File: src/logic/dds_params.svh
// constants for the door drive status and battery supervisor
// assumes a 100 MHz hclk and battery voltage supplied in millivolts
`ifndef DDS_PARAMS_SVH
`define DDS_PARAMS_SVH
// ==========================================================
// clock and timing
`define DDS_CLK_MHZ 100
`define DDS_BLINK_MS 500
`define DDS_LAMP_MS 1000
`define DDS_SEC_MS 1000
`define DDS_CHARGE_H 10
// ==========================================================
// battery thresholds in millivolts
`define DDS_MV_ABSENT 16'd5000
`define DDS_MV_CHARGING 16'd24500
`define DDS_MV_CHARGED 16'd25500
`define DDS_MV_ACTIVE 16'd22000
// ==========================================================
// register byte offsets
`define DDS_OFS_CTRL 4'h0
`define DDS_OFS_STATUS 4'h4
`define DDS_OFS_VBAT 4'h8
`define DDS_OFS_CHARGE 4'hc
`define DDS_CTRL_RST 4'h0
// ==========================================================
// segment patterns, bit order gfedcba
`define SEG_0 7'h3f
`define SEG_1 7'h06
`define SEG_2 7'h5b
`define SEG_3 7'h4f
`define SEG_4 7'h66
`define SEG_5 7'h6d
`define SEG_6 7'h7d
`define SEG_7 7'h07
`define SEG_8 7'h7f
`define SEG_9 7'h6f
`define SEG_A 7'h77
`define SEG_B 7'h7c
`define SEG_C 7'h39
`define SEG_D 7'h5e
`define SEG_E 7'h79
`define SEG_F 7'h71
`define SEG_L 7'h38
`define SEG_P 7'h73
`define SEG_R 7'h50
`define SEG_N 7'h54
`define SEG_H 7'h76
`define SEG_U 7'h3e
`define SEG_OFF 7'h00
`endif

File: src/logic/dds_unused_placeholder_removed.sv
// intentionally empty: no further logic
`timescale 1ns/1ns

File: src/logic/dds_pkg.sv
// types shared by the door drive status and battery supervisor
// assumes nothing beyond a SystemVerilog compiler
package dds_pkg;
  // ==========================================================
  // battery classification
  typedef enum logic [4:0] {
    DDS_BAT_ABSENT = 5'h01,
    DDS_BAT_CHARGING = 5'h02,
    DDS_BAT_CHARGED = 5'h04,
    DDS_BAT_ACTIVE = 5'h08,
    DDS_BAT_INACTIVE = 5'h10
  } dds_bat_e;
  typedef logic [6:0] dds_seg_t;
endpackage

File: src/logic/dds_door_supervisor.sv
// door drive panel code selection and battery supervision
// assumes pins synchronous to hclk, one AHB-Lite master, battery in mV
//
// Overview of operation
// - below 5 V battery counts as absent
// - mains and below 24.5 V means charging
// - charged at 25.5 V or 10 h charging
// - mains off above 22 V: reduced-speed battery run
// - mains off at or below 22 V: halt, open clutch if door locked
// - two-digit display content follows working mode
// - opening blinks, opened shows steady
// - closing blinks, closed shows steady
// - learning code, second code on second travel
// - learning error aborts, alternates code and number
// - alarm code alternates with alarm number
// - forced close shows blinking code
// - reversing blinks, steady with external source when opened
// - both commands give stop and stop code
// - torque disabled shows no-torque code
// - wireless mode shows its code
// - firmware upgrade shows upgrade code
// - handset on diagnostic port shows its code
// - mains absent, residual charge: standby code
// - power-on lamp test lights all segments
// - off state dark, on key resumes
// - idle intermediate without command shows blank
// - inspection ignores controller commands, uses keys
`timescale 1ns/1ns
`include "dds_params.svh"
module dds_door_supervisor
  import dds_pkg::*;
#(
  parameter int BLINK_CYCLES = `DDS_BLINK_MS * 1000 * `DDS_CLK_MHZ,
  parameter int LAMP_CYCLES = `DDS_LAMP_MS * 1000 * `DDS_CLK_MHZ,
  parameter int SEC_CYCLES = `DDS_SEC_MS * 1000 * `DDS_CLK_MHZ,
  parameter int CHARGE_S = `DDS_CHARGE_H * 3600
) (
  input wire logic hclk,
  input wire logic hresetn,
  input wire logic hsel,
  input wire logic [31:0] haddr,
  input wire logic [1:0] htrans,
  input wire logic hwrite,
  input wire logic [2:0] hsize,
  input wire logic [31:0] hwdata,
  input wire logic hready,
  output logic hreadyout,
  output logic hresp,
  output logic [31:0] hrdata,
  input wire logic mains_present_in,
  input wire logic [15:0] battery_mv_in,
  input wire logic door_locked_in,
  input wire logic open_command_in,
  input wire logic close_command_in,
  input wire logic second_travel_command_in,
  input wire logic key_open_in,
  input wire logic key_close_in,
  input wire logic key_on_in,
  input wire logic opening_in,
  input wire logic opened_in,
  input wire logic closing_in,
  input wire logic closed_in,
  input wire logic learning_in,
  input wire logic learn_start_in,
  input wire logic learn_error_in,
  input wire logic [7:0] error_number_in,
  input wire logic alarm_in,
  input wire logic [7:0] alarm_number_in,
  input wire logic forced_close_in,
  input wire logic reversing_in,
  input wire logic ext_reverse_in,
  input wire logic torque_off_in,
  input wire logic handset_present_in,
  output logic door_open_out,
  output logic door_close_out,
  output logic stop_out,
  output logic battery_mode_out,
  output logic reduced_speed_out,
  output logic clutch_release_out,
  output logic halt_out,
  output logic learn_abort_out,
  output logic normal_led_out,
  output dds_bat_e battery_state_out,
  output dds_seg_t seg_hi_out,
  output dds_seg_t seg_lo_out
);

  // ==========================================================
  // AHB-Lite slave, zero wait, always OKAY
  logic wr_pend_q;
  logic [3:0] wr_ofs_q;
  logic [3:0] ctrl_q;
  logic [31:0] status_w;
  logic [15:0] chg_s_q;
  logic [31:0] rd_d;
  logic acc;

  assign hreadyout = 1'b1;
  assign hresp = 1'b0;
  assign acc = hsel && htrans[1] && hready;

  always_comb begin
    rd_d = 32'h0;
    unique case (haddr[3:0])
      `DDS_OFS_CTRL: rd_d = {28'h0, ctrl_q};
      `DDS_OFS_STATUS: rd_d = status_w;
      `DDS_OFS_VBAT: rd_d = {16'h0, battery_mv_in};
      `DDS_OFS_CHARGE: rd_d = {16'h0, chg_s_q};
      default: rd_d = 32'h0;
    endcase
    if (haddr[31:4] != 28'h0) begin
      rd_d = 32'h0;
    end
  end

  // read data is captured at the address edge so no wait state is needed
  always_ff @(posedge hclk or negedge hresetn) begin
    if (!hresetn) begin
      hrdata <= 32'h0;
    end else if (acc && !hwrite) begin
      hrdata <= rd_d;
    end
  end

  always_ff @(posedge hclk or negedge hresetn) begin
    if (!hresetn) begin
      wr_pend_q <= 1'b0;
      wr_ofs_q <= 4'h0;
    end else begin
      wr_pend_q <= acc && hwrite && (haddr[31:4] == 28'h0);
      wr_ofs_q <= haddr[3:0];
    end
  end

  // ctrl: [0] inspection, [1] wireless, [2] upgrade, [3] drive off
  // the on key wins over a software write of the off bit
  always_ff @(posedge hclk or negedge hresetn) begin
    if (!hresetn) begin
      ctrl_q <= `DDS_CTRL_RST;
    end else begin
      if (wr_pend_q && wr_ofs_q == `DDS_OFS_CTRL) begin
        ctrl_q <= hwdata[3:0];
      end
      if (key_on_in) begin
        ctrl_q[3] <= 1'b0;
      end
    end
  end

  logic insp, wireless, upgrade, drive_off;
  assign insp = ctrl_q[0];
  assign wireless = ctrl_q[1];
  assign upgrade = ctrl_q[2];
  assign drive_off = ctrl_q[3];

  // ==========================================================
  // command steering
  logic open_src, close_src;
  assign open_src = insp ? key_open_in : open_command_in;
  assign close_src = insp ? key_close_in : close_command_in;

  always_ff @(posedge hclk or negedge hresetn) begin
    if (!hresetn) begin
      door_open_out <= 1'b0;
      door_close_out <= 1'b0;
      stop_out <= 1'b0;
    end else begin
      stop_out <= open_src && close_src;
      door_open_out <= open_src && !close_src && !drive_off;
      door_close_out <= close_src && !open_src && !drive_off;
    end
  end

  // ==========================================================
  // battery classification and charge timer
  dds_bat_e bat_q, bat_d;
  logic [31:0] sec_cnt_q;
  logic sec_tick;
  logic v_absent, v_low, v_full, v_active;
  assign v_absent = battery_mv_in < `DDS_MV_ABSENT;
  assign v_low = battery_mv_in < `DDS_MV_CHARGING;
  assign v_full = battery_mv_in >= `DDS_MV_CHARGED;
  assign v_active = battery_mv_in > `DDS_MV_ACTIVE;
  assign sec_tick = sec_cnt_q == 32'(SEC_CYCLES - 1);

  always_ff @(posedge hclk or negedge hresetn) begin
    if (!hresetn) begin
      sec_cnt_q <= 32'h0;
    end else begin
      sec_cnt_q <= sec_tick ? 32'h0 : sec_cnt_q + 32'h1;
    end
  end

  // any interruption of charging restarts the time count
  always_ff @(posedge hclk or negedge hresetn) begin
    if (!hresetn) begin
      chg_s_q <= 16'h0;
    end else if (bat_q != DDS_BAT_CHARGING || !mains_present_in) begin
      chg_s_q <= 16'h0;
    end else if (sec_tick && chg_s_q != 16'(CHARGE_S)) begin
      chg_s_q <= chg_s_q + 16'h1;
    end
  end

  always_comb begin
    bat_d = bat_q;
    if (v_absent) begin
      bat_d = DDS_BAT_ABSENT;
    end else if (!mains_present_in) begin
      bat_d = v_active ? DDS_BAT_ACTIVE : DDS_BAT_INACTIVE;
    end else if (v_full || chg_s_q == 16'(CHARGE_S)) begin
      bat_d = DDS_BAT_CHARGED;
    end else if (v_low) begin
      bat_d = DDS_BAT_CHARGING;
    end else if (bat_q != DDS_BAT_CHARGED) begin
      bat_d = DDS_BAT_CHARGING;
    end
  end

  always_ff @(posedge hclk or negedge hresetn) begin
    if (!hresetn) begin
      bat_q <= DDS_BAT_ABSENT;
    end else begin
      bat_q <= bat_d;
    end
  end

  logic bat_run;
  assign bat_run = bat_q == DDS_BAT_ACTIVE;
  assign battery_state_out = bat_q;
  assign battery_mode_out = bat_run;
  assign reduced_speed_out = bat_run;

  // with mains off and no usable battery the clutch opens if the door is locked, and all stops in the same cycle
  always_ff @(posedge hclk or negedge hresetn) begin
    if (!hresetn) begin
      clutch_release_out <= 1'b0;
      halt_out <= 1'b0;
    end else begin
      clutch_release_out <= !mains_present_in && !v_active &&
                            door_locked_in;
      halt_out <= !mains_present_in && !v_active;
    end
  end

  // ==========================================================
  // learning error latch, set wins over restart
  always_ff @(posedge hclk or negedge hresetn) begin
    if (!hresetn) begin
      learn_abort_out <= 1'b0;
    end else if (learn_error_in) begin
      learn_abort_out <= 1'b1;
    end else if (learn_start_in) begin
      learn_abort_out <= 1'b0;
    end
  end

  // ==========================================================
  // lamp test and shared toggle
  logic [31:0] lamp_cnt_q, blink_cnt_q;
  logic lamp_q, blink_q;

  always_ff @(posedge hclk or negedge hresetn) begin
    if (!hresetn) begin
      lamp_cnt_q <= 32'h0;
      lamp_q <= 1'b1;
    end else if (lamp_q) begin
      lamp_cnt_q <= lamp_cnt_q + 32'h1;
      lamp_q <= lamp_cnt_q != 32'(LAMP_CYCLES - 1);
    end
  end

  // one period for blinking and alternating keeps the panel coherent
  always_ff @(posedge hclk or negedge hresetn) begin
    if (!hresetn) begin
      blink_cnt_q <= 32'h0;
      blink_q <= 1'b1;
    end else if (blink_cnt_q == 32'(BLINK_CYCLES - 1)) begin
      blink_cnt_q <= 32'h0;
      blink_q <= !blink_q;
    end else begin
      blink_cnt_q <= blink_cnt_q + 32'h1;
    end
  end

  // ==========================================================
  // display selection, first match wins
  function automatic dds_seg_t hex7(input logic [3:0] v);
    unique case (v)
      4'h0: hex7 = `SEG_0;
      4'h1: hex7 = `SEG_1;
      4'h2: hex7 = `SEG_2;
      4'h3: hex7 = `SEG_3;
      4'h4: hex7 = `SEG_4;
      4'h5: hex7 = `SEG_5;
      4'h6: hex7 = `SEG_6;
      4'h7: hex7 = `SEG_7;
      4'h8: hex7 = `SEG_8;
      4'h9: hex7 = `SEG_9;
      4'ha: hex7 = `SEG_A;
      4'hb: hex7 = `SEG_B;
      4'hc: hex7 = `SEG_C;
      4'hd: hex7 = `SEG_D;
      4'he: hex7 = `SEG_E;
      4'hf: hex7 = `SEG_F;
    endcase
  endfunction

  dds_seg_t hi_d, lo_d;
  logic blank_d;
  logic standby;
  assign standby = !mains_present_in && !bat_run;

  always_comb begin
    hi_d = `SEG_OFF;
    lo_d = `SEG_OFF;
    blank_d = 1'b0;
    if (lamp_q) begin
      hi_d = `SEG_8;
      lo_d = `SEG_8;
    end else if (drive_off) begin
      hi_d = `SEG_OFF;
    end else if (upgrade) begin
      hi_d = `SEG_U;
      lo_d = `SEG_P;
    end else if (handset_present_in) begin
      hi_d = `SEG_H;
      lo_d = `SEG_5;
    end else if (learn_abort_out) begin
      hi_d = blink_q ? `SEG_E : hex7(error_number_in[7:4]);
      lo_d = blink_q ? `SEG_R : hex7(error_number_in[3:0]);
    end else if (learning_in) begin
      hi_d = `SEG_5;
      lo_d = second_travel_command_in ? `SEG_2 : `SEG_L;
    end else if (alarm_in) begin
      hi_d = blink_q ? `SEG_A : hex7(alarm_number_in[7:4]);
      lo_d = blink_q ? `SEG_L : hex7(alarm_number_in[3:0]);
    end else if (standby) begin
      hi_d = `SEG_5;
      lo_d = `SEG_B;
    end else if (stop_out) begin
      hi_d = `SEG_B;
      lo_d = `SEG_L;
    end else if (torque_off_in) begin
      hi_d = `SEG_N;
      lo_d = `SEG_E;
    end else if (wireless) begin
      hi_d = `SEG_U;
      lo_d = `SEG_F;
    end else if (forced_close_in) begin
      hi_d = `SEG_F;
      lo_d = `SEG_C;
      blank_d = !blink_q;
    end else if (reversing_in || (ext_reverse_in && opened_in)) begin
      hi_d = `SEG_R;
      lo_d = `SEG_U;
      blank_d = reversing_in && !blink_q;
    end else if (opening_in || opened_in) begin
      hi_d = `SEG_0;
      lo_d = `SEG_P;
      blank_d = opening_in && !blink_q;
    end else if (closing_in || closed_in) begin
      hi_d = `SEG_C;
      lo_d = `SEG_L;
      blank_d = closing_in && !blink_q;
    end else begin
      hi_d = `SEG_OFF;
    end
  end

  // content depends on the mode bits held in ctrl
  always_ff @(posedge hclk or negedge hresetn) begin
    if (!hresetn) begin
      seg_hi_out <= `SEG_8;
      seg_lo_out <= `SEG_8;
    end else begin
      seg_hi_out <= blank_d ? `SEG_OFF : hi_d;
      seg_lo_out <= blank_d ? `SEG_OFF : lo_d;
    end
  end

  assign normal_led_out = !insp;

  // status: [4:0] battery, [5] battery run, [6] halt, [7] stop,
  // [8] lamp test, [9] learn abort, [22:16] hi, [30:24] lo
  assign status_w = {1'b0, seg_lo_out, 1'b0, seg_hi_out, 6'h0,
                     learn_abort_out, lamp_q, stop_out, halt_out,
                     bat_run, bat_q};

  // ==========================================================
  // checks
  logic quiet;
  assign quiet = !lamp_q && !drive_off && !upgrade &&
                 !handset_present_in && !learn_abort_out &&
                 !learning_in && !alarm_in && !standby;
endmodule // dds_door_supervisor

File: config.mk
export PLATFORM = sky130hd
export DESIGN_NAME = dds_door_supervisor
export DESIGN_NICKNAME = d
export VERILOG_FILES = /design/src/logic/dds_unused_placeholder_removed.sv /design/src/logic/dds_pkg.sv /design/src/logic/dds_door_supervisor.sv
export VERILOG_INCLUDE_DIRS = /design/src /design/src/logic
export SDC_FILE = /design/constraint.sdc
export NUM_CORES = 1
export LEC_CHECK = 0
export ABC_CLOCK_PERIOD_IN_PS = 2100
export BUFFER_PORTS_ARGS = -buffer_cell sky130_fd_sc_hd__buf_2
export CAP_MARGIN = 25
export CORE_ASPECT_RATIO = 1.25
export CORE_MARGIN = 2
export CORE_UTILIZATION = 51
export DETAILED_ROUTE_END_ITERATION = 10
export PLACE_DENSITY = 0.78
export SLEW_MARGIN = 15
export SYNTH_ARGS = -nofsm -noshare
export SYNTH_HDL_FRONTEND = slang
export SYNTH_SLANG_ARGS = --single-unit
export TNS_END_PERCENT = 5
File: constraint.sdc
create_clock -name hclk -period 2.1 [get_ports hclk]
set_clock_uncertainty 0.05 [all_clocks]
set_input_delay 0.315 -clock hclk [delete_from_list [all_inputs] [get_ports hclk]]
set_output_delay 0.315 -clock hclk [all_outputs]
set_load 0.1 [all_outputs]
* Yosys cells after proc, flatten, opt, wreduce, memory -nomap -nowiden
Memory sizes are Yosys's and may differ from the RTL's.
Index checks and enable logic that the tools add are counted.
** Operators by class
- Add/subtract/negate cells :: 4
- $lt $le $gt $ge :: 4
- Eq/ne operators :: 12
- Muxes and demuxes :: 71
- Reductions and logical operators :: 40
** Operator list (count)
- $mux 7 :: 34
- $pmux 31 s4 :: 1
- $add 32x1->32 const B :: 3
- $mux 32 :: 2
- $eq 32x26->1 const B :: 1
- $eq 32x27->1 const B :: 1
- $mux 16 :: 2
- $ne 32x27->1 const B :: 1
- $mux 31 :: 1
- $mux 5 :: 6
- $logic_not 28->1 :: 1
- $reduce_bool 28->1 :: 1
- $mux 1 :: 21
- $logic_and 1x1->1 :: 19
- $mux 6 :: 3
- $add 16x1->16 const B :: 1
- $eq 16x16->1 const B :: 1
- $ge 16x15->1 const B :: 1
- $gt 16x15->1 const B :: 1
- $lt 16x13->1 const B :: 1
- $lt 16x15->1 const B :: 1
- $ne 16x16->1 const B :: 1
- $logic_not 1->1 :: 9
- $eq 4x4->1 const B :: 2
- other kinds (9) :: 16
** Word-level totals
- Register bits after elaboration :: 180
- Memory bits (read-only) :: 448
- Output and inout bits :: 62
- Memories kept :: 4
** Memories
- (name not given) :: depth 16, width 7, read ports 1, clocked after memory_dff 0, wr ports 0, line dds_door_supervisor.sv:289 : unique case (v)
- (name not given) :: depth 16, width 7, read ports 1, clocked after memory_dff 0, wr ports 0, line dds_door_supervisor.sv:289
- (name not given) :: depth 16, width 7, read ports 1, clocked after memory_dff 0, wr ports 0, line dds_door_supervisor.sv:289
- (name not given) :: depth 16, width 7, read ports 1, clocked after memory_dff 0, wr ports 0, line dds_door_supervisor.sv:289

* Longest topological paths before layout
Gate-level depths: netlist (run 1).
- Depth in word-level cells :: 18
- Gate-level depth with buffers :: 9
- Gate-level depth less buffers :: 8

* Worst setup path before layout (run 1)
Ideal clock, no wire load.
- Kind :: reg-to-output
- Start :: register bat_q[1], in the netlist battery_state_out[1]
- End :: output port reduced_speed_out
- Data arrival time :: 2.456 ns
- Required time :: 1.735 ns
- Path slack :: -0.721 ns
- Cell stages (with the launch flop) :: 4
- Cells stage by stage :: dfrtp_1 -> nor4_1 -> and2_1 -> buf_4
** Between the ends
- Word-level cells in the longest chain between the ends :: 1
** RTL lines
- start: declaration :: line dds_door_supervisor.sv:176 : dds_bat_e bat_q, bat_d;
- start signal: assignment :: line dds_door_supervisor.sv:224 : bat_q <= bat_d;
- $eq 5x4->1 :: line dds_door_supervisor.sv:229 : assign bat_run = bat_q == DDS_BAT_ACTIVE;
- end: declaration :: line dds_door_supervisor.sv:78 : output logic reduced_speed_out,
Every way passes these cells.

* Final worst setup path (run 1)
- Start :: register sec_cnt_q[29]
- End :: register chg_s_q[14]
** Between the ends
- Word-level cells in the longest chain between the ends :: 3
** RTL lines
- start: declaration :: line dds_door_supervisor.sv:177 : logic [31:0] sec_cnt_q;
- start signal: assignment :: line dds_door_supervisor.sv:190 : sec_cnt_q <= sec_tick ? 32'h0 : sec_cnt_q + 32'h1;
- $eq 32x27->1 :: line dds_door_supervisor.sv:184 : assign sec_tick = sec_cnt_q == 32'(SEC_CYCLES - 1);
- $logic_and 1x1->1 :: line dds_door_supervisor.sv:200 : end else if (sec_tick && chg_s_q != 16'(CHARGE_S)) begin
- $reduce_bool 2->1 (no source line)
- end signal: assignment :: line dds_door_supervisor.sv:201 : chg_s_q <= chg_s_q + 16'h1;
- end: declaration :: line dds_door_supervisor.sv:94 : logic [15:0] chg_s_q;
Every way passes these cells.
A chain may end at the register's enable or synchronous reset.

==> PnR_summary.wiki, run 1 <==
{| class="wikitable"
! Metric !! Value
|-
| Initial Utilization || 51.8%
|-
| Filler Cell Count || 1447
|-
| Area delta synth->final || 25.5%
|-
| Remaining max-slew budget at the tightest pin || between 60% and 70%
|-
| Endpoint of the lowest-slack register-to-register path || chg_s_q[14]$_DFFE_PN0P_
|-
| Number of different library cells in the post-synthesis netlist || 75
|-
| Remaining antenna violation count || 0
|-
| Number of antenna violations at the first check in global routing || 0
|-
| Clock sink count || between 150 and 200
|-
| Number of vias in the routed layout || approximately 8600
|-
| Total die area || a little over 20000 um2
|-
| Met2 Track Usage GR || 43.9%
|-
| Tot GR Track Use || 24.8%
|-
| Violated checks || negative setup slack
|-
| Run status || complete, but fails checks
|-
| Most used flip-flop cell after synthesis || sky130_fd_sc_hd__dfrtp_1
|-
| Cell accounting for the most synthesized area || sky130_fd_sc_hd__dfrtp_1
|-
| End of the critical path || chg_s_q[14]$_DFFE_PN0P_
|-
| Worst setup SP type || flip-flop
|-
| Synth area leaders || sky130_fd_sc_hd__dfrtp_1 42%, sky130_fd_sc_hd__xnor2_1 5.1%, sky130_fd_sc_hd__dfstp_2 4.6%
|-
| Maxcap violations || 0
|-
| Number of nets at the end of the flow || between 1000 and 1500
|-
| Post-synthesis instance area || about 9700 um2
|-
| Clock buffers created by TritonCTS || 17
|-
| Worst-skew pair later-pin latency || ~0.43 ns
|-
| Final-report setup violation count || 8
|-
| Wire length of the first global-routing pass || between 30000 and 40000 um
|-
| Met1 track demand over resource in global routing || around 30%
|-
| Core area || around 19000 um2
|-
| Area of combinational cells with multiple inputs || 5040 um2
|-
| Standby leakage power || between 5 and 6 nW
|-
| Util after Layout || roughly two thirds
|-
| Flop-to-flop setup slack || -0.11 ns
|-
| DRC || 0
|-
| Routed wire length || between 20000 and 25000 um
|-
| Critical path endpoint category || flip-flop
|-
| Most used routing layer || met2
|-
| Synth async-reset ratio || between 90% and 100%
|-
| Critical R2R Launch || sec_cnt_q[29]$_DFF_PN0_
|-
| Final critical-path share of the clock period || 105%
|-
| Vias in the first global route || 8449
|-
| Pre-CTS setup slack || -0.188 ns
|-
| Depth of the most critical reg-to-reg path || 7
|-
| Number of vias per cell || around 5.8
|-
| ANT cells || 0
|-
| Placement Cell Area || around 11000 um2
|-
| Largest driver fanout on the critical path || 6
|-
| Sequential element share of the synthesized area || a little under half
|-
| Final HPWL DP || roughly 18000 um
|-
| Root buffer selected by CTS || sky130_fd_sc_hd__clkbuf_16
|-
| Clock tree from TritonCTS || yes
|-
| Detailed Route Iter0 Violations || just over 500
|-
| Max-slew violation count || 0
|-
| GPL Wtd Cong || 0.970
|-
| Period minus WS final || approximately 2.2 ns
|-
| Worst setup slack after layout || -0.107 ns
|-
| Highest clock frequency the design can meet || about 450 MHz
|-
| Overall power after layout || 7.62 mW
|-
| Launching instance or port of the critical path || sec_cnt_q[29]$_DFF_PN0_
|-
| Die outline height || approximately 160 um
|-
| Number of placed I/O pins || roughly 190
|-
| Slew at the pin closest to its max-slew limit || 0.573 ns
|-
| Largest net degree at the start of global routing || just over 60
|-
| Total of warnings raised by yosys || 0
|-
| Total iterations of the first detailed-routing run || 6
|-
| Unrepaired setup endpoints after global routing || true
|-
| EDFF count, synth || 0
|-
| Count of buffers inserted at the top-level ports || approximately 150
|-
| Hold violation total from the final report || 0
|-
| Register area || 4490 um2
|-
| CTS HTree Levels || 4
|-
| Category of the critical setup timing path || reg2reg
|-
| Floorplan die width || 127 um
|-
| Share of the synthesized area in the top cell type || around 42%
|-
| Number of core rows || 56
|-
| Share of post-route cells with drive strength above 1 || between 20% and 30%
|-
| Critical Path AT || between 2 and 3 ns
|-
| Mean routed wirelength per cell || ~16 um
|-
| Global-route met3 utilization || under 10%
|-
| Layout Cell Area excl Fill || 12200 um2
|-
| Largest buffer count on any clock path || 2
|-
| Maximum VDD drop || 0.641 mV
|-
| Worst path required time || roughly 2.4 ns
|-
| P per Cell Area || approximately 630 nW/um2
|-
| Synth Register Bits || between 150 and 200
|-
| Cell count after synthesis || slightly above 1000
|-
| Worst min-delay path class || in2reg
|-
| Clock slew at the register clock pins of the worst setup and hold paths || ~0.060 ns
|-
| GRT overflow || 0
|-
| Synth Area per Inst || 9.62 um2
|}
## what timing repair did
action / 4_1_cts / 5_1_grt
gates cloned: 0 / 0
hold endpoints to repair: 36 / 0
hold buffers: 5 / 0
setup buffers: 2 / 0
resized for setup: 7 / 15
pin swaps: 2 / 5
setup endpoints to repair: 39 / 51
## synth_stat cells, types with 8 or more instances
cell / n
sky130_fd_sc_hd__nand3_1: 53
sky130_fd_sc_hd__nor4_1: 23
sky130_fd_sc_hd__nand2b_1: 9
sky130_fd_sc_hd__nor2b_1: 15
sky130_fd_sc_hd__nand4_1: 24
sky130_fd_sc_hd__and3_1: 21
sky130_fd_sc_hd__xnor2_1: 56
sky130_fd_sc_hd__o21ai_0: 46
sky130_fd_sc_hd__a21oi_1: 48
sky130_fd_sc_hd__ha_1: 28
sky130_fd_sc_hd__nand2_1: 90
sky130_fd_sc_hd__nor2_1: 94
sky130_fd_sc_hd__mux2_2: 10
sky130_fd_sc_hd__a22o_1: 15
sky130_fd_sc_hd__or2_2: 8
sky130_fd_sc_hd__inv_1: 38
sky130_fd_sc_hd__clkbuf_1: 30
sky130_fd_sc_hd__or3_1: 13
sky130_fd_sc_hd__xor2_1: 38
sky130_fd_sc_hd__mux2i_1: 9
sky130_fd_sc_hd__and4_1: 8
sky130_fd_sc_hd__dfstp_2: 17
sky130_fd_sc_hd__dfrtp_1: 161
sky130_fd_sc_hd__nor3_1: 25
sky130_fd_sc_hd__a31oi_1: 8
## where the power goes
group / internal, mW / switching (mW) / total (mW)
Sequential: 3.49 / 0.0306 / 3.52
Combinational: 0.306 / 0.706 / 1.01
Clock: 1.72 / 1.37 / 3.10
## worst min-delay path by stage
stage	from	end	slack, ns	depth (start not counted)
finish	door_locked_in	clutch_release_out$_DFF_PN0_	0.04	3
global route	door_locked_in	clutch_release_out$_DFF_PN0_	0.05	3
CTS	door_locked_in	clutch_release_out$_DFF_PN0_	0.02	3
detailed placement	hresetn	hrdata[17]$_DFFE_PN0P_	0.22	1
global placement	hresetn	hrdata[17]$_DFFE_PN0P_	0.22	1
floorplan	hresetn	battery_state_out[2]$_DFFE_PN0P_	-0.03	0
## critical path, cell delays in order (launching register included)
cell	delay, ns
sky130_fd_sc_hd__dfrtp_1	0.41
sky130_fd_sc_hd__nor4_4	0.30
sky130_fd_sc_hd__buf_4	0.16
sky130_fd_sc_hd__nand3_1	0.14
sky130_fd_sc_hd__nor4_4	0.36
sky130_fd_sc_hd__nand3_2	0.17
sky130_fd_sc_hd__or3_1	0.39
sky130_fd_sc_hd__a21oi_2	0.17
## cell families (layout without fill, tap and decap cells)
| family | after synthesis | after routing | share of synthesized area (%) |
|---|---|---|---|
| buffers and inverters | 79 | 326 | 3.42 |
| DFF | 178 | 178 | 46.2 |
| adders and majority gates | 28 | 28 | 3.61 |
| and+or+nand+nor | 415 | 415 | 22.1 |
| other | 2 | 4 | 0.0774 |
| AOI/OAI and AO/OA | 188 | 188 | 12.9 |
| xor gates and xnor gates | 94 | 94 | 8.49 |
| muxes | 24 | 24 | 3.25 |
## area by class of cell
type | instances | share of cell area (%)
Inverter | 38 | 1.17
Clock buffer | 20 | 3.75
Timing Repair Buffer | 256 | 13.4
Tap cell | 232 | 2.39
Multi-Input combinational cell | 753 | 41.4
Sequential cell | 178 | 36.9
Clock inverter | 12 | 0.998
## flip-flops by register name, summed over array words and instances, names as in the netlist, 4 cells and up
signal / count
battery_state_out: 5
chg_s_q: 16
wr_ofs_q: 4
seg_hi_out: 7
sec_cnt_q: 32
seg_lo_out: 7
ctrl_q: 4
lamp_cnt_q: 32
hrdata: 30
blink_cnt_q: 32
## routing by layer
metal / routed length [um] / up-vias / part of all wire (%)
met1: 10000 / 4181 / 41
met3: 1330 / 56 / 5.4
met2: 12500 / 314 / 51
li1: - / 4086 / -
met4: 541 / 0 / 2.2
met5: 0 / - / 0
## cells in the final DEF (no fill, tap or decap), types with 6 or more instances in the layout
master                      instances
sky130_fd_sc_hd__ha_1              27
sky130_fd_sc_hd__nand3_1           53
sky130_fd_sc_hd__nor4_1            19
sky130_fd_sc_hd__and4_1             8
sky130_fd_sc_hd__and3_1            21
sky130_fd_sc_hd__nand2_1           90
sky130_fd_sc_hd__buf_2            149
sky130_fd_sc_hd__dfrtp_1          154
sky130_fd_sc_hd__a31oi_1            8
sky130_fd_sc_hd__dfstp_2           16
sky130_fd_sc_hd__or2_2              7
sky130_fd_sc_hd__a22o_1            15
sky130_fd_sc_hd__xnor2_1           56
sky130_fd_sc_hd__nor2_1            94
sky130_fd_sc_hd__o31ai_1            7
sky130_fd_sc_hd__xor2_1            38
sky130_fd_sc_hd__nand2b_1           9
sky130_fd_sc_hd__buf_4             96
sky130_fd_sc_hd__a22oi_1            7
sky130_fd_sc_hd__nor3_1            22
sky130_fd_sc_hd__a21oi_1           45
sky130_fd_sc_hd__clkbuf_16         17
sky130_fd_sc_hd__mux2_2            10
sky130_fd_sc_hd__nor2b_1           15
sky130_fd_sc_hd__mux2i_1            9
sky130_fd_sc_hd__dfrtp_2            6
sky130_fd_sc_hd__o21ai_0           46
sky130_fd_sc_hd__or3_1             13
sky130_fd_sc_hd__nand4_1           24
sky130_fd_sc_hd__inv_1             38
## per-stage QoR
stage | instances | hold WS [ns] | setup TNS, ns
6_report | 1489 | 0.0357 | -0.330
5_1_grt | 1489 | 0.0529 | -1.63
4_1_cts | 1489 | 0.0201 | -0.195
3_5_place_dp | 1450 | 0.221 | -1.16
3_3_place_gp | 1450 | 0.223 | -0.274
2_1_floorplan | 1010 | -0.0306 | -0.306
Power figures use the tool's default switching activity.
==> inputs of run 2 (changes only) <==
==> constraint.sdc (replaced) <==
create_clock -name hclk -period 2.1 [get_ports hclk]
set_clock_uncertainty 0.05 [all_clocks]
set_input_delay 0.315 -clock hclk [delete_from_list [all_inputs] [get_ports hclk]]
set_output_delay 0.315 -clock hclk [all_outputs]
set_load 0.05 [all_outputs]
==> PnR_summary.wiki, run 2 (synthesis gave the netlist of run 1 again) <==
{| class="wikitable"
! Metric !! Value
|-
| Run status || complete, but fails checks
|-
| Violated checks || negative setup slack
|-
| Wire length of the first global-routing pass || 40500 um (+1.4%)
|-
| Filler Cell Count || 1388 (-4.1%)
|-
| P per Cell Area || 621 nW/um2 (-0.93%)
|-
| Flop-to-flop setup slack || -0.21 ns (-0.10 ns)
|-
| Routed wire length || 25200 um (+3.1%)
|-
| Unrepaired setup endpoints after global routing || true
|-
| Most used routing layer || met2
|-
| DRC || 0 (unchanged)
|-
| Maximum VDD drop || 0.620 mV (-3.3%)
|-
| Largest buffer count on any clock path || 2 (unchanged)
|-
| Period minus WS final || 2.31 ns (+0.101 ns)
|-
| Clock sink count || 178 (unchanged)
|-
| Maxcap violations || 0 (unchanged)
|-
| Total die area || 20100 um2 (unchanged)
|-
| Number of vias per cell || 5.75 (-0.96%)
|-
| Worst setup slack after layout || -0.208 ns (-0.101 ns)
|-
| Pre-CTS setup slack || -0.249 ns (-0.0610 ns)
|-
| Clock buffers created by TritonCTS || 17 (unchanged)
|-
| Instance count after placement with tap cells included || 1460 (+0.69%)
|-
| Number of vias in the routed layout || 8652 (+0.17%)
|-
| Detailed Route Iter0 Violations || 578 (+14%)
|-
| Remaining max-slew budget at the tightest pin || 59.8% (-1.6 points)
|-
| Area delta synth->final || 27.1%
|-
| CTS HTree Levels || 4 (unchanged)
|-
| Count of buffers inserted at the top-level ports || 152 (unchanged)
|-
| Registers with the most flip-flops || blink_cnt_q x32, lamp_cnt_q x32, sec_cnt_q x32
|-
| Largest net degree at the start of global routing || 62 (+1.6%)
|-
| Initial Utilization || 51.8% (unchanged)
|-
| Placement Cell Area || 11400 um2 (+0.25%)
|-
| Number of placed I/O pins || 189 (unchanged)
|-
| Non-filler instance count after layout || 1506 (+1.1%)
|-
| Core area || 18700 um2 (unchanged)
|-
| Worst-skew pair later-pin latency || 0.43 ns (about the same)
|-
| Slew at the pin closest to its max-slew limit || 0.601 ns (+0.0274 ns)
|-
| Global-route met3 utilization || 4.53% (+0.17 points)
|-
| Clock slew at the register clock pins of the worst setup and hold paths || 0.07 ns (about the same)
|-
| Clock tree from TritonCTS || yes
|-
| Largest driver fanout on the critical path || 3 (-3)
|-
| Critical path endpoint category || flip-flop
|-
| Highest clock frequency the design can meet || 433 MHz (-4.4%)
|-
| Hold violation total from the final report || 0 (unchanged)
|-
| Number of nets at the end of the flow || 1416 (+1.2%)
|-
| Root buffer selected by CTS || sky130_fd_sc_hd__clkbuf_16
|-
| Vias in the first global route || 8507 (+0.69%)
|-
| Category of the critical setup timing path || reg2reg
|-
| Max-slew violation count || 0 (unchanged)
|-
| Highest-count cells in the layout ignoring fill and taps || 160 x sky130_fd_sc_hd__dfrtp_1, 149 x sky130_fd_sc_hd__buf_2, 114 x sky130_fd_sc_hd__buf_4, 94 x sky130_fd_sc_hd__nor2_1, 90 x sky130_fd_sc_hd__nand2_1
|-
| Remaining antenna violation count || 0 (unchanged)
|-
| Mean routed wirelength per cell || 16.7 um (+1.9%)
|-
| Die outline height || 158 um (unchanged)
|-
| Worst setup SP type || flip-flop
|-
| Final critical-path share of the clock period || 110% (+4.8 points)
|-
| Met2 Track Usage GR || 44.2% (+0.33 points)
|-
| Worst path required time || 2.35 ns (-0.06 ns)
|-
| Number of core rows || 56 (unchanged)
|-
| Share of post-route cells with drive strength above 1 || 29.1% (+0.88 points)
|-
| Final HPWL DP || 18100 um (-0.84%)
|-
| Critical Path AT || 2.56 ns (+0.04 ns)
|-
| Most frequent standard cell in the layout excluding fill and tap cells || sky130_fd_sc_hd__dfrtp_1
|-
| GRT overflow || 0 (unchanged)
|-
| Met1 track demand over resource in global routing || 30.6% (+0.29 points)
|-
| Total iterations of the first detailed-routing run || 5 (-1)
|-
| Standby leakage power || 5.81 nW (+2.3%)
|-
| GPL Wtd Cong || 0.985 (+1.5%)
|-
| ANT cells || 0 (unchanged)
|-
| Number of antenna violations at the first check in global routing || 0 (unchanged)
|-
| Worst min-delay path class || in2reg
|-
| Tot GR Track Use || 25.0% (+0.21 points)
|-
| Final-report setup violation count || 13 (+5)
|-
| Final-layout setup total negative slack || -1.48 ns (-1.15 ns)
|-
| Floorplan die width || 127 um (unchanged)
|-
| Layout Cell Area excl Fill || 12300 um2 (+1.3%)
|}
==> run 2: worst paths after layout <==
kind | to | start | depth (start not counted)
worst min register to register | lamp_cnt_q[24]$_DFFE_PN0P_ | lamp_cnt_q[24]$_DFFE_PN0P_ | 1
worst min-delay path | learn_abort_out$_DFFE_PN0P_ | learn_error_in | 2
max in group asynchronous | seg_hi_out[6]$_DFF_PN1_ | hresetn | 3
min in group asynchronous | hrdata[21]$_DFFE_PN0P_ | hresetn | 2
worst max register to register | chg_s_q[12]$_DFFE_PN0P_ | chg_s_q[4]$_DFFE_PN0P_ | 9
worst max-delay path | chg_s_q[12]$_DFFE_PN0P_ | chg_s_q[4]$_DFFE_PN0P_ | 9
==> run 2: worst max-delay path, cell delays in order (launching register included) <==
cell and delay (ns):
sky130_fd_sc_hd__dfrtp_1 0.39, sky130_fd_sc_hd__or4bb_1 0.57, sky130_fd_sc_hd__nor4_4 0.32, sky130_fd_sc_hd__buf_4 0.17, sky130_fd_sc_hd__nor4_4 0.05, sky130_fd_sc_hd__buf_4 0.15, sky130_fd_sc_hd__buf_4 0.13, sky130_fd_sc_hd__nand4_1 0.10
sky130_fd_sc_hd__xor2_1 0.18, sky130_fd_sc_hd__nor2_1 0.08
==> run 2: stage by stage <==
step / hold slack, ns / total power, mW / utilization (%)
after floorplan: -0.0306 / 4.02 / -
after global placement: 0.153 / 4.39 / 61.1
after detailed placement: 0.154 / 4.40 / 61.1
after CTS: 0.00504 / 7.70 / 65.0
after global routing: 0.0102 / 7.92 / 65.9
final: 0.0228 / 7.65 / 65.9
==> run 2: where the power goes <==
part / switching (mW) / internal, mW
logic: 0.548 / 0.299
registers: 0.0251 / 3.48
clock network: 1.37 / 1.92
total: 1.94 / 5.71
==> run 2: final cells by class <==
cell class                      instances  area (um2)  share of cell area (%)
Timing Repair Buffer                  272        1720                    14.0
Clock inverter                         14         176                    1.43
Sequential cell                       178        4480                    36.3
Clock buffer                           18         439                    3.56
Tap cell                              232         290                    2.36
Inverter                               38         143                    1.16
Multi-Input combinational cell        754        5070                    41.2
==> run 2: routing by layer <==
metal	wire length (um)	vias up	share of wire [%]
li1	-	4122	-
met1	10300	4160	41
met2	13000	324	51
met3	1370	46	5.4
met4	539	0	2.1
met5	0	-	0
==> run 2: what timing repair did <==
action / 4_1_cts / 5_1_grt
pin swaps: 4 / 14
buffers inserted: 0 / 10
hold buffers: 4 / 0
hold endpoints to repair: 28 / 0
gates resized for setup: 13 / 20
setup endpoints to repair: 28 / 22
cloned: 0 / 1
==> inputs of run 3 (changes only) <==
--- a/config.mk
+++ b/config.mk
@@ -6,12 +6,13 @@
 export SDC_FILE = /design/constraint.sdc
 export NUM_CORES = 1
 export LEC_CHECK = 0
+export ABC_AREA = 1
 export ABC_CLOCK_PERIOD_IN_PS = 2100
 export BUFFER_PORTS_ARGS = -buffer_cell sky130_fd_sc_hd__buf_2
 export CAP_MARGIN = 25
 export CORE_ASPECT_RATIO = 1.25
 export CORE_MARGIN = 2
-export CORE_UTILIZATION = 51
+export CORE_UTILIZATION = 52
 export DETAILED_ROUTE_END_ITERATION = 10
 export PLACE_DENSITY = 0.78
 export SLEW_MARGIN = 15
==> PnR_summary.wiki, run 3 <==
{| class="wikitable"
! Metric !! Value
|-
| Final-report setup violation count || 0 (-13)
|-
| Post-synthesis mux area share || 0.184% (-3.1 points)
|-
| Sequential element share of the synthesized area || 41.1% (-5.0 points)
|-
| Core area || 20700 um2 (+10%)
|-
| Clock sink count || 178 (unchanged)
|-
| Fraction of the mapped netlist area in compound gates || 12.0% (-0.87 points)
|-
| Standby leakage power || 6.44 nW (+11%)
|-
| Initial Utilization || 52.6% (+0.81 points)
|-
| Largest driver fanout on the critical path || 4 (+1)
|-
| Number of nets at the end of the flow || 1788 (+26%)
|-
| Share of post-route cells with drive strength above 1 || 18.7% (-10 points)
|-
| Area delta synth->final || 18.8%
|-
| Root buffer selected by CTS || sky130_fd_sc_hd__clkbuf_16
|-
| Critical path endpoint category || flip-flop
|-
| Unrepaired setup endpoints after global routing || true
|-
| Remaining antenna violation count || 0 (unchanged)
|-
| Highest-count cells in the layout ignoring fill and taps || 242 x sky130_fd_sc_hd__nand2_1, 232 x sky130_fd_sc_hd__inv_1, 160 x sky130_fd_sc_hd__dfrtp_1, 151 x sky130_fd_sc_hd__buf_2, 137 x sky130_fd_sc_hd__nor2_1
|-
| Share of the synthesized area in the top cell type || 37.0% (-4.5 points)
|-
| Period minus WS final || 1.98 ns (-0.325 ns)
|-
| Slew at the pin closest to its max-slew limit || 0.525 ns (-0.0754 ns)
|-
| GRT overflow || 0 (unchanged)
|-
| Worst min-delay path class || in2reg
|-
| Floorplan die width || 133 um (+4.8%)
|-
| Share of synthesized cell area in full adder, half adder and majority cells || 3.22% (-0.39 points)
|-
| Final-layout setup total negative slack || 0 ns (+1.48 ns)
|-
| Category of the critical setup timing path || reg2reg
|-
| Cell accounting for the most synthesized area || sky130_fd_sc_hd__dfrtp_1
|-
| Number of different library cells in the post-synthesis netlist || 52 (-31%)
|-
| Instance count after placement with tap cells included || 1882 (+29%)
|-
| Highest clock frequency the design can meet || 504 MHz (+16%)
|-
| Wire length of the first global-routing pass || 48900 um (+21%)
|-
| Max-slew violation count || 0 (unchanged)
|-
| Largest buffer count on any clock path || 2 (unchanged)
|-
| Most frequent standard cell in the layout excluding fill and tap cells || sky130_fd_sc_hd__nand2_1
|-
| Final HPWL DP || 23300 um (+29%)
|-
| DRC || 0 (unchanged)
|-
| Routed wire length || 29800 um (+18%)
|-
| Synth Area per Inst || 7.59 um2 (-21%)
|-
| EDFF count, synth || 0 (unchanged)
|-
| Maximum VDD drop || 0.586 mV (-5.4%)
|-
| Clock buffers created by TritonCTS || 17 (unchanged)
|-
| Synth Register Bits || 178 (unchanged)
|-
| Top cells by instance count after synthesis || 242 x sky130_fd_sc_hd__nand2_1, 232 x sky130_fd_sc_hd__inv_1, 161 x sky130_fd_sc_hd__dfrtp_1, 139 x sky130_fd_sc_hd__nor2_1, 97 x sky130_fd_sc_hd__o21ai_0
|-
| Vias in the first global route || 10100 (+18%)
|-
| Worst-skew pair later-pin latency || 0.44 ns (about the same)
|-
| Most used flip-flop cell after synthesis || sky130_fd_sc_hd__dfrtp_1
|-
| Registers with the most flip-flops || blink_cnt_q x32, lamp_cnt_q x32, sec_cnt_q x32
|-
| Mean routed wirelength per cell || 15.5 um (-7.3%)
|-
| Critical Path AT || 2.25 ns (-0.31 ns)
|-
| Detailed Route Iter0 Violations || 911 (+58%)
|-
| Cell with the most instances after synthesis || sky130_fd_sc_hd__nand2_1
|-
| Placement Cell Area || 12300 um2 (+7.1%)
|-
| Util after Layout || 62.6% (-3.3 points)
|-
| Number of buffers added for setup after CTS || 0 (unchanged)
|-
| Global-route met3 utilization || 3.94% (-0.59 points)
|-
| Depth of the most critical reg-to-reg path || 6 (-3)
|-
| CTS HTree Levels || 4 (unchanged)
|-
| Run status || completed
|-
| Number of antenna violations at the first check in global routing || 1 (+1)
|-
| Simple-gate share of the synthesized area || 28.7% (+6.6 points)
|-
| Worst hold path cell count || 2 (unchanged)
|-
| Largest net degree at the start of global routing || 52 (-16%)
|-
| Worst setup SP type || flip-flop
|-
| Hold violation total from the final report || 0 (unchanged)
|-
| Post-Synth XOR/XNOR Area || 5.23% (-3.3 points)
|-
| Number of vias in the routed layout || 10500 (+21%)
|-
| P per Cell Area || 571 nW/um2 (-8.0%)
|-
| Met1 track demand over resource in global routing || 33.4% (+2.8 points)
|-
| Final critical-path share of the clock period || 94.4% (-15 points)
|-
| Remaining max-slew budget at the tightest pin || 64.9% (+5.0 points)
|-
| Count of buffers inserted at the top-level ports || 152 (unchanged)
|-
| Clock slew at the register clock pins of the worst setup and hold paths || 0.08 ns (about the same)
|-
| Worst hold margin || 0.0112 ns (-0.0117 ns)
|-
| Cell count after synthesis || 1434 (+42%)
|-
| Layout Cell Area excl Fill || 12900 um2 (+4.9%)
|-
| Combinational family with the most area after synthesis || simple AND/OR/NAND/NOR gates
|-
| Tot GR Track Use || 27.1% (+2.1 points)
|-
| Number of vias per cell || 5.46 (-5.0%)
|-
| Maxcap violations || 0 (unchanged)
|-
| Die outline height || 166 um (+4.8%)
|-
| Total of warnings raised by yosys || 0 (unchanged)
|-
| Total die area || 22100 um2 (+9.8%)
|-
| Post-synthesis instance area || 10900 um2 (+12%)
|-
| Met2 Track Usage GR || 47.6% (+3.4 points)
|-
| Synth async-reset ratio || 100% (unchanged)
|-
| Worst path required time || 2.36 ns (about the same)
|-
| Most used routing layer || met2
|-
| Synth area leaders || sky130_fd_sc_hd__dfrtp_1 37%, sky130_fd_sc_hd__nand2_1 8.3%, sky130_fd_sc_hd__inv_1 8.0%
|-
| Clock tree from TritonCTS || yes
|-
| Number of placed I/O pins || 189 (unchanged)
|-
| Non-filler instance count after layout || 1921 (+28%)
|-
| Number of core rows || 59 (+5.4%)
|-
| GPL Wtd Cong || 0.959 (-2.7%)
|-
| Total iterations of the first detailed-routing run || 6 (+1)
|}
run 3: cell types whose count changed after synthesis, sizes merged, moves of 16 or more:
cell | previous run | this run
inv | 38 | 240
nand2 | 90 | 251
o21ai | 47 | 111
nor2 | 94 | 157
xnor2 | 56 | 12
a21oi | 48 | 86
nand3 | 54 | 90
nor3 | 27 | 63
and3 | 21 | 2
nor4 | 25 | 41
run 3: worst max-delay path, cell delays in order (launching register included):
cell and delay, ns:
sky130_fd_sc_hd__dfrtp_1 0.40, sky130_fd_sc_hd__inv_1 0.10, sky130_fd_sc_hd__nor3_2 0.29, sky130_fd_sc_hd__inv_1 0.10, sky130_fd_sc_hd__nor4_1 0.38, sky130_fd_sc_hd__nor3b_1 0.42
sky130_fd_sc_hd__nor2_1 0.10
run 3: timing repair:
item,CTS,global route
gates resized for setup,0,12
hold endpoints to repair,50,0
hold buffers,6,0
setup endpoints to repair,0,15
run 3: kinds of logic after synthesis:
family | after synthesis
AOI/OAI and AO/OA | 240
xor gates and xnor gates | 65
adders and majority gates | 28
buffers and inverters | 267
DFF | 178
muxes | 2
other | 2
and+or+nand+nor | 652
run 3: worst paths after layout:
path | slack, ns | to | start
worst min-delay path | 0.01 | learn_abort_out$_DFFE_PN0P_ | learn_start_in
max in group asynchronous | 0.95 | seg_lo_out[6]$_DFF_PN1_ | hresetn
worst min register to register | 0.41 | sec_cnt_q[0]$_DFF_PN0_ | sec_cnt_q[0]$_DFF_PN0_
worst max register to register | 0.12 | blink_cnt_q[21]$_DFF_PN0_ | blink_cnt_q[20]$_DFF_PN0_
worst max-delay path | 0.12 | blink_cnt_q[21]$_DFF_PN0_ | blink_cnt_q[20]$_DFF_PN0_
min in group asynchronous | 0.35 | sec_cnt_q[4]$_DFF_PN0_ | hresetn
run 3: routing by layer:
| layer | share of wire [%] | wire (um) |
|---|---|---|
| met1 | 41 | 12200 |
| met2 | 51 | 15100 |
| met3 | 4.9 | 1460 |
| met4 | 3.5 | 1040 |
| met5 | 0 | 0 |
run 3: layout make-up:
type,count,area (um2)
Timing Repair Buffer,202,1190
Clock buffer,21,460
Fill cell,1836,7740
Sequential cell,178,4480
Clock inverter,11,106
Inverter,243,912
Multi-Input combinational cell,991,5440
Tap cell,274,343
Antenna cell,1,2.50
run 3: report_power, final:
part / switching [mW] / leakage, nW / internal, mW
Combinational: 0.573 / 3.81 / 0.248
Clock: 1.35 / 0.258 / 1.70
Sequential: 0.0329 / 2.37 / 3.48
run 3: per-stage QoR:
step	worst slack, ns	total power, mW
detailed placement	0.142	4.38
global placement	0.159	4.37
finish	0.117	7.39
CTS	0.119	7.41
global route	-0.0274	7.65
floorplan	0.208	4.02
